**src/hdl/port4_params.svh**
```systemverilog
// constants for the fourth serial port mode control block
`ifndef PORT4_PARAMS_SVH
`define PORT4_PARAMS_SVH
`define P4_HALF_DUPLEX_BIT 15
`define P4_TERM_BIT 16
`define P4_SLEW_BIT 6
`define P4_EXP1_ADDR 7'h21
`define P4_EXP2_ADDR 7'h22
`define P4_HALF_DUPLEX_RST 1'h1
`define P4_TERM_N_RST 1'h1
`define P4_SLEW_N_RST 1'h1
`define P4_CLK_HZ 250000000
`define P4_MAX_BAUD_TENTHS 9216
`define P4_MIN_BIT_CYCLES (`P4_CLK_HZ / (`P4_MAX_BAUD_TENTHS * 100))
`define P4_EXP_WIDTH 17
`endif

```
**src/hdl/port4_pkg.sv**
```systemverilog
// types for the fourth serial port mode control block
package port4_pkg;
  typedef enum logic {mode_full_duplex, mode_half_duplex} line_mode_e;
  typedef struct packed {
    logic half_duplex_select;
    logic termination_n;
    logic slew_limit_n;
  } line_cfg_s;
  typedef struct packed {
    logic drv_en;
    logic rcv_en;
  } xcvr_ctl_s;
endpackage

```
**src/hdl/port4_mode_ctrl.sv**
```systemverilog
// mode, termination, slew and driver control for the fourth serial port
`timescale 1ns/1ps
`include "port4_params.svh"
module port4_mode_ctrl #(
  parameter int EXP_WIDTH = `P4_EXP_WIDTH
) (
  input wire logic clk, // system clock, 250 MHz
  input wire logic sys_rst, // async reset, active high
  input wire logic exp1_we, // pulse: load expander one image
  input wire logic [EXP_WIDTH-1:0] expander_one_line, // expander one output image
  input wire logic exp2_we, // pulse: load expander two image
  input wire logic [EXP_WIDTH-1:0] expander_two_line, // expander two output image
  input wire logic uart_txd, // uart serial data out, same clock
  input wire logic uart_rts_n, // uart request-to-send, active low
  input wire logic line_rxd, // receive pin from transceiver
  output logic line_txd, // data to transceiver driver
  output logic uart_rxd, // data to uart receiver
  output port4_pkg::line_cfg_s cfg, // mode, termination, slew lines
  output port4_pkg::xcvr_ctl_s xcvr, // driver and receiver enables
  output port4_pkg::line_mode_e mode // decoded line mode
);
  logic hd_q;
  logic term_n_q;
  logic slew_n_q;
  logic rx_sync;
  logic drv_en_q;
  logic txd_q;
  logic rxd_q;

  port4_sync u_rx_sync (
    .clk(clk),
    .sys_rst(sys_rst),
    .d(line_rxd),
    .q(rx_sync)
  );

  // expander one holds mode and termination; reset gives RS485 and no termination
  always_ff @(posedge clk or posedge sys_rst) begin
    if (sys_rst) begin
      hd_q <= `P4_HALF_DUPLEX_RST;
      term_n_q <= `P4_TERM_N_RST;
    end else if (exp1_we) begin
      hd_q <= expander_one_line[`P4_HALF_DUPLEX_BIT];
      term_n_q <= expander_one_line[`P4_TERM_BIT];
    end
  end

  always_ff @(posedge clk or posedge sys_rst) begin
    if (sys_rst) begin
      slew_n_q <= `P4_SLEW_N_RST;
    end else if (exp2_we) begin
      slew_n_q <= expander_two_line[`P4_SLEW_BIT];
    end
  end

  // full duplex keeps the driver on; half duplex follows request-to-send
  always_ff @(posedge clk or posedge sys_rst) begin
    if (sys_rst) begin
      drv_en_q <= 1'h0;
    end else begin
      drv_en_q <= hd_q ? ~uart_rts_n : 1'h1;
    end
  end

  // registered data paths; in half duplex with the driver on, the echo is taken from txd_q, not from the pin
  always_ff @(posedge clk or posedge sys_rst) begin
    if (sys_rst) begin
      txd_q <= 1'h1;
      rxd_q <= 1'h1;
    end else begin
      txd_q <= uart_txd;
      rxd_q <= (hd_q && drv_en_q) ? txd_q : rx_sync;
    end
  end

  assign line_txd = txd_q;
  assign uart_rxd = rxd_q;
  assign cfg.half_duplex_select = hd_q;
  assign cfg.termination_n = term_n_q;
  assign cfg.slew_limit_n = slew_n_q;
  assign xcvr.drv_en = drv_en_q;
  // receiver never gated off, but uart_rxd takes the echo instead of the pin while the half-duplex driver is on
  assign xcvr.rcv_en = 1'h1;
  assign mode = hd_q ? port4_pkg::mode_half_duplex : port4_pkg::mode_full_duplex;
endmodule // port4_mode_ctrl

```
**src/hdl/port4_sync.sv**
```systemverilog
// two-stage synchroniser for the receive pin
`timescale 1ns/1ps
module port4_sync (
  input wire logic clk, // system clock
  input wire logic sys_rst, // async reset, active high
  input wire logic d, // asynchronous level
  output logic q // synchronised level
);
  logic meta_q;
  always_ff @(posedge clk or posedge sys_rst) begin
    if (sys_rst) begin
      meta_q <= 1'h1;
      q <= 1'h1;
    end else begin
      meta_q <= d;
      q <= meta_q;
    end
  end
endmodule // port4_sync

```
**config.mk**
```make
export PLATFORM = sky130hd
export DESIGN_NAME = port4_mode_ctrl
export DESIGN_NICKNAME = d
export VERILOG_FILES = /design/src/hdl/port4_pkg.sv /design/src/hdl/port4_mode_ctrl.sv /design/src/hdl/port4_sync.sv
export VERILOG_INCLUDE_DIRS = /design/src /design/src/hdl
export SDC_FILE = /design/constraint.sdc
export NUM_CORES = 1
export LEC_CHECK = 0
export BUFFER_PORTS_ARGS = -buffer_cell sky130_fd_sc_hd__buf_2
export CAP_MARGIN = 25
export CORE_UTILIZATION = 24
export DETAILED_ROUTE_END_ITERATION = 16
export HOLD_SLACK_MARGIN = 0.03
export PLACE_DENSITY_LB_ADDON = 0.08
export SYNTH_ARGS = -nofsm -noshare
export SYNTH_HDL_FRONTEND = slang
export SYNTH_HIERARCHICAL = 1
export SYNTH_SLANG_ARGS = --single-unit
```
**constraint.sdc**
```tcl
create_clock -name clk -period 1.06 [get_ports clk]
set_clock_uncertainty 0.05 [all_clocks]
set_input_delay 0.106 -clock clk [delete_from_list [all_inputs] [get_ports clk]]
set_output_delay 0.106 -clock clk [all_outputs]
set_load 0.01 [all_outputs]
```
* Word level (Yosys, flattened, before mapping)
Index checks and enable logic that the tools add are counted.
** Storage, ports and cells
- Register bits :: 8
** Cells by class
- Mux-type cells :: 3
- Bitwise operators :: 1
- Reductions and logical operators :: 1
** Operators by type and width (number)
- $mux 1 :: 3
- $logic_and 1x1->1 :: 1
- $not 1->1 :: 1

* Longest topological paths before layout
- Depth in word-level cells :: 2
- Depth in mapped cells :: 2

* By module
The synthesis kept the hierarchy.
** By module, submodules not included
- port4_mode_ctrl :: times used 1, cells an instance 19, area an instance 257.7 µm², sequential area each 156.4 µm²
- port4_sync :: times used 1, cells an instance 3, area an instance 56.3 µm², sequential area each 52.6 µm²

* Least setup slack after synthesis
Ideal clock, no wire load.
- Path type :: register to register
- Start :: register hd_q
- End :: register rxd_q, in the netlist uart_rxd
- Setup time :: 82 ps
- Data arrival time :: 915 ps
- Required time :: 928 ps
- Slack :: 12 ps
- Stages on the path, launching flop included :: 3
- Path buffers :: 0
- Cells stage by stage :: dfstp_2 nand2_1 mux2_4
** Between the ends
- Word-level cells in the longest chain between the ends :: 2
** RTL lines
- from (decl) :: line port4_mode_ctrl.sv:22 : logic hd_q;
- from (signal assigned) :: line port4_mode_ctrl.sv:40 : hd_q <= `P4_HALF_DUPLEX_RST;
- from (signal assigned) :: line port4_mode_ctrl.sv:43 : hd_q <= expander_one_line[`P4_HALF_DUPLEX_BIT];
- $logic_and 1x1->1 :: line port4_mode_ctrl.sv:72 : rxd_q <= (hd_q && drv_en_q) ? txd_q : rx_sync;
- $mux 1 :: line port4_mode_ctrl.sv:72
- to (signal assigned) :: line port4_mode_ctrl.sv:72
- to (decl) :: line port4_mode_ctrl.sv:28 : logic rxd_q;
Every way passes these cells.
A chain may end at the register's enable or synchronous reset.

* Final worst setup path
- Start :: register hd_q
- End :: output mode
** Between the ends
- Word-level cells in the longest chain between the ends :: 1
** RTL lines
- $mux 1 :: line port4_mode_ctrl.sv:84 : assign mode = hd_q ? port4_pkg::mode_half_duplex : port4_pkg::mode_full_duplex;
- to (decl) :: line port4_mode_ctrl.sv:20 : output port4_pkg::line_mode_e mode
Every way passes these cells.

==> impl_metrics.yaml <==
status:
  outcome: "finished with violations"
  violations: "negative setup slack"
routing:
  avgRoutedWirePerCell_um: 9.088
  routed_wl_um: 518
  first_pass_iters: 4
  routed.top_layer: "met3"
  wl_met2_um: 297
  drcViolationCount: 0
  met3WireLength_um: 50
  antenna_left: 0
  via_per_inst: 3.842
  via_count: 219
  drt_iter0_drc: 2
  met1_length_um: 170
worst_setup_path:
  critical_path.endpoint: "mode"
  worst_r2r_endpoint: "uart_rxd$_DFF_PP1_"
  critPathKind: "flip-flop to output pin"
  required_ns: 0.90
  cp-end-kind: "output pin"
  cp-startpoint: "hd_q$_DFFE_PP1P_"
  slowest_stage: "dfstp_2"
  crit_chain: "buf_6, buf_6"
  path_common_cell: "buf_6"
  cp.arrival_ns: 0.98
  critPathMaxFanout: 4
  r2r_start: "hd_q$_DFFE_PP1P_"
  ff2ff_path_depth: 2
  max_stage_delay_ns: 0.53
  startpoint_type: "flip-flop"
  reg2reg_slack_ns: 0.05
synth:
  synth_area_um2: 314.1
  yosysTopAreaCellShare_pct: 58.57
  yosys_register_bits: 8
  synth_edf_count: 0
  synth_flop_cell: "dfstp_2"
  ys_top_cells_by_area: "dfstp_2 (59%), buf_4 (12%), mux2_2 (11%)"
  yosysSeqAreaShare_pct: 66.53
  ys_top_cells_by_count: "dfstp_2 (7), buf_4 (5), mux2_2 (3), inv_1 (2), nand2_1 (2)"
  yosysWarnings: 6
  avgSynthCellArea_um2: 14.28
  syn_inst: 22
  synth_most_common_cell: "dfstp_2"
  post-synth-top-area-cell: "dfstp_2"
  syn_nets: 63
  synth.distinct_cells: 8
  async_flop_share_pct: 100.0
timing:
  hold_ws_ns: 0.03885
  fmax_mhz: 877.4
  fin_crit_sh_pct: 107.5
  rsz0062_at_grt: "true"
  hold_viol_final: 0
  worst_slack_ns: -0.07968
  setup_viol: 2
  maxSlewViolCount: 0
  post-route-min-period_ns: 1.140
pwr:
  p_clk_share_pct: 32.8
  combPwrFrac_pct: 18.6
  finalPower_w: 0.0007399
  p_int_w: 0.0005800
  power_switching_w: 0.0001599
  ir_worst_vdd_mv: 0.9407
  seq_power_share_pct: 48.6
  power.density_nw_per_um2: 1482
  switching_share_pct: 21.61
  power_leakage_nw: 0.2400
grt:
  grt_overflow: 0
  grtUsageTotal_pct: 9.371
  grt_antenna_before_repair: 0
  grt_max_degree: 7
  grt_pass1_wl_um: 828
  grt_pass1_vias: 227
clock_tree:
  clock-root-buffer: "clkbuf_4"
  cts_tree: "done"
  clock_path_buffers: 2
  post_cts_buffers: 0
  cts.htree.levels: 1
  path_clk_slew_ns: 0.06
  clkLatencyLatePin_ns: 0.25
  numClockSinks: 8
  cts_inserted_buffers: 3
die:
  coreArea_um2: 1156
  die_h_um: 38.18
  die_width_um: 38.18
  row_count: 12
  fp.dieArea_um2: 1457
  start_util_pct: 27.16
  io_pins: 49
finish:
  syn2layout_area_growth_pct: 58.96
  final_nets: 85
  drive_above_1_share_pct: 72.09
  diodes: 0
hold_path:
  worstHoldPathType: "input pin to flip-flop"
placement:
  io_buffers: 16
  gp_congestion: 0.6047
run:
  drv_cap: 0
[per-layer routing]
metal	track usage, %	up-vias
met5	0	-
met4	2.679	0
met3	6.977	0
met2	19.49	13
met1	5.535	104
li1	-	102
[cell families after synthesis]
group | synth area share, %
AND/OR/NAND/NOR | 2.391
buffers and inverters | 14.34
other | 1.194
multiplexers | 15.54
flip-flops | 66.53
[cell usage in the layout (no fill, tap or decap)]
| cell | instances |
|---|---|
| dlygate4sd3_1 | 5 |
| clkbuf_1 | 1 |
| dfstp_2 | 7 |
| clkbuf_4 | 3 |
| conb_1 | 1 |
| nand2_1 | 2 |
| inv_1 | 2 |
| dfrtp_1 | 1 |
| mux2_2 | 3 |
| buf_2 | 10 |
| buf_6 | 7 |
| mux2_4 | 1 |
[power groups by stage]
| stage | Combinational [W] | Sequential, W | Clock (W) |
|---|---|---|---|
| after floorplan | 0.0000610 | 0.000367 | 0 |
| after global placement | 0.0000948 | 0.000358 | 0 |
| after detailed placement | 0.0000965 | 0.000360 | 0 |
| after CTS | 0.000128 | 0.000357 | 0.000255 |
| after global routing | 0.000149 | 0.000362 | 0.000277 |
| final | 0.000137 | 0.000359 | 0.000243 |
[per-stage QoR]
step / instances / utilization, % / setup TNS, ns / setup slack (ns) / area (µm²)
4_1_cts: 57 / 41.56 / -0.1757 / -0.08841 / 480.5
3_3_place_gp: 48 / 33.01 / 0 / 0.06243 / 381.6
2_1_floorplan: 22 / - / 0 / 0.01229 / 314.1
6_report: 57 / 43.18 / -0.1587 / -0.07968 / 499.2
5_1_grt: 57 / 43.18 / -0.2439 / -0.1122 / 499.2
3_5_place_dp: 48 / 33.01 / 0 / 0.05870 / 381.6
[layout make-up]
| type | instances | area (µm²) |
|---|---|---|
| fill | 112 | 656.9 |
| tap | 14 | 17.52 |
| timing repair buffer | 22 | 178.9 |
| sequential | 8 | 209.0 |
| clock buffer | 4 | 26.28 |
| multi-input combinational | 7 | 60.06 |
| inverter | 2 | 7.507 |
[worst min-delay path by stage]
stage / startpoint / to / slack [ns] / depth (start not counted)
floorplan: sys_rst / drv_en_q$_DFF_PP0_ / -0.16 / 1
global placement: sys_rst / drv_en_q$_DFF_PP0_ / -0.01 / 2
detailed placement: sys_rst / drv_en_q$_DFF_PP0_ / -0.01 / 2
CTS: expander_one_line[16] / term_n_q$_DFFE_PP1P_ / 0.03 / 2
global route: expander_one_line[16] / term_n_q$_DFFE_PP1P_ / 0.04 / 2
finish: expander_one_line[16] / term_n_q$_DFFE_PP1P_ / 0.04 / 2
[critical path, delay by kind of cell, from the launching register on]
| family | cells | cell delay, ns |
|---|---|---|
| DFF | 1 | 0.53 |
| buffers and inverters | 2 | 0.20 |
[sequential cells by signal (all words and copies together), names as in the netlist]
signal            cells
drv_en_q              1
hd_q                  1
line_txd              1
slew_n_q              1
term_n_q              1
u_rx_sync/meta_q      1
u_rx_sync/q           1
uart_rxd              1
[repair_timing]
action,4_1_cts,5_1_grt
hold endpoints to repair,12,0
setup endpoints to repair,3,6
hold buffers,5,0
pin swaps,0,0
gates resized for setup,4,3
Power figures use the tool's default switching activity.
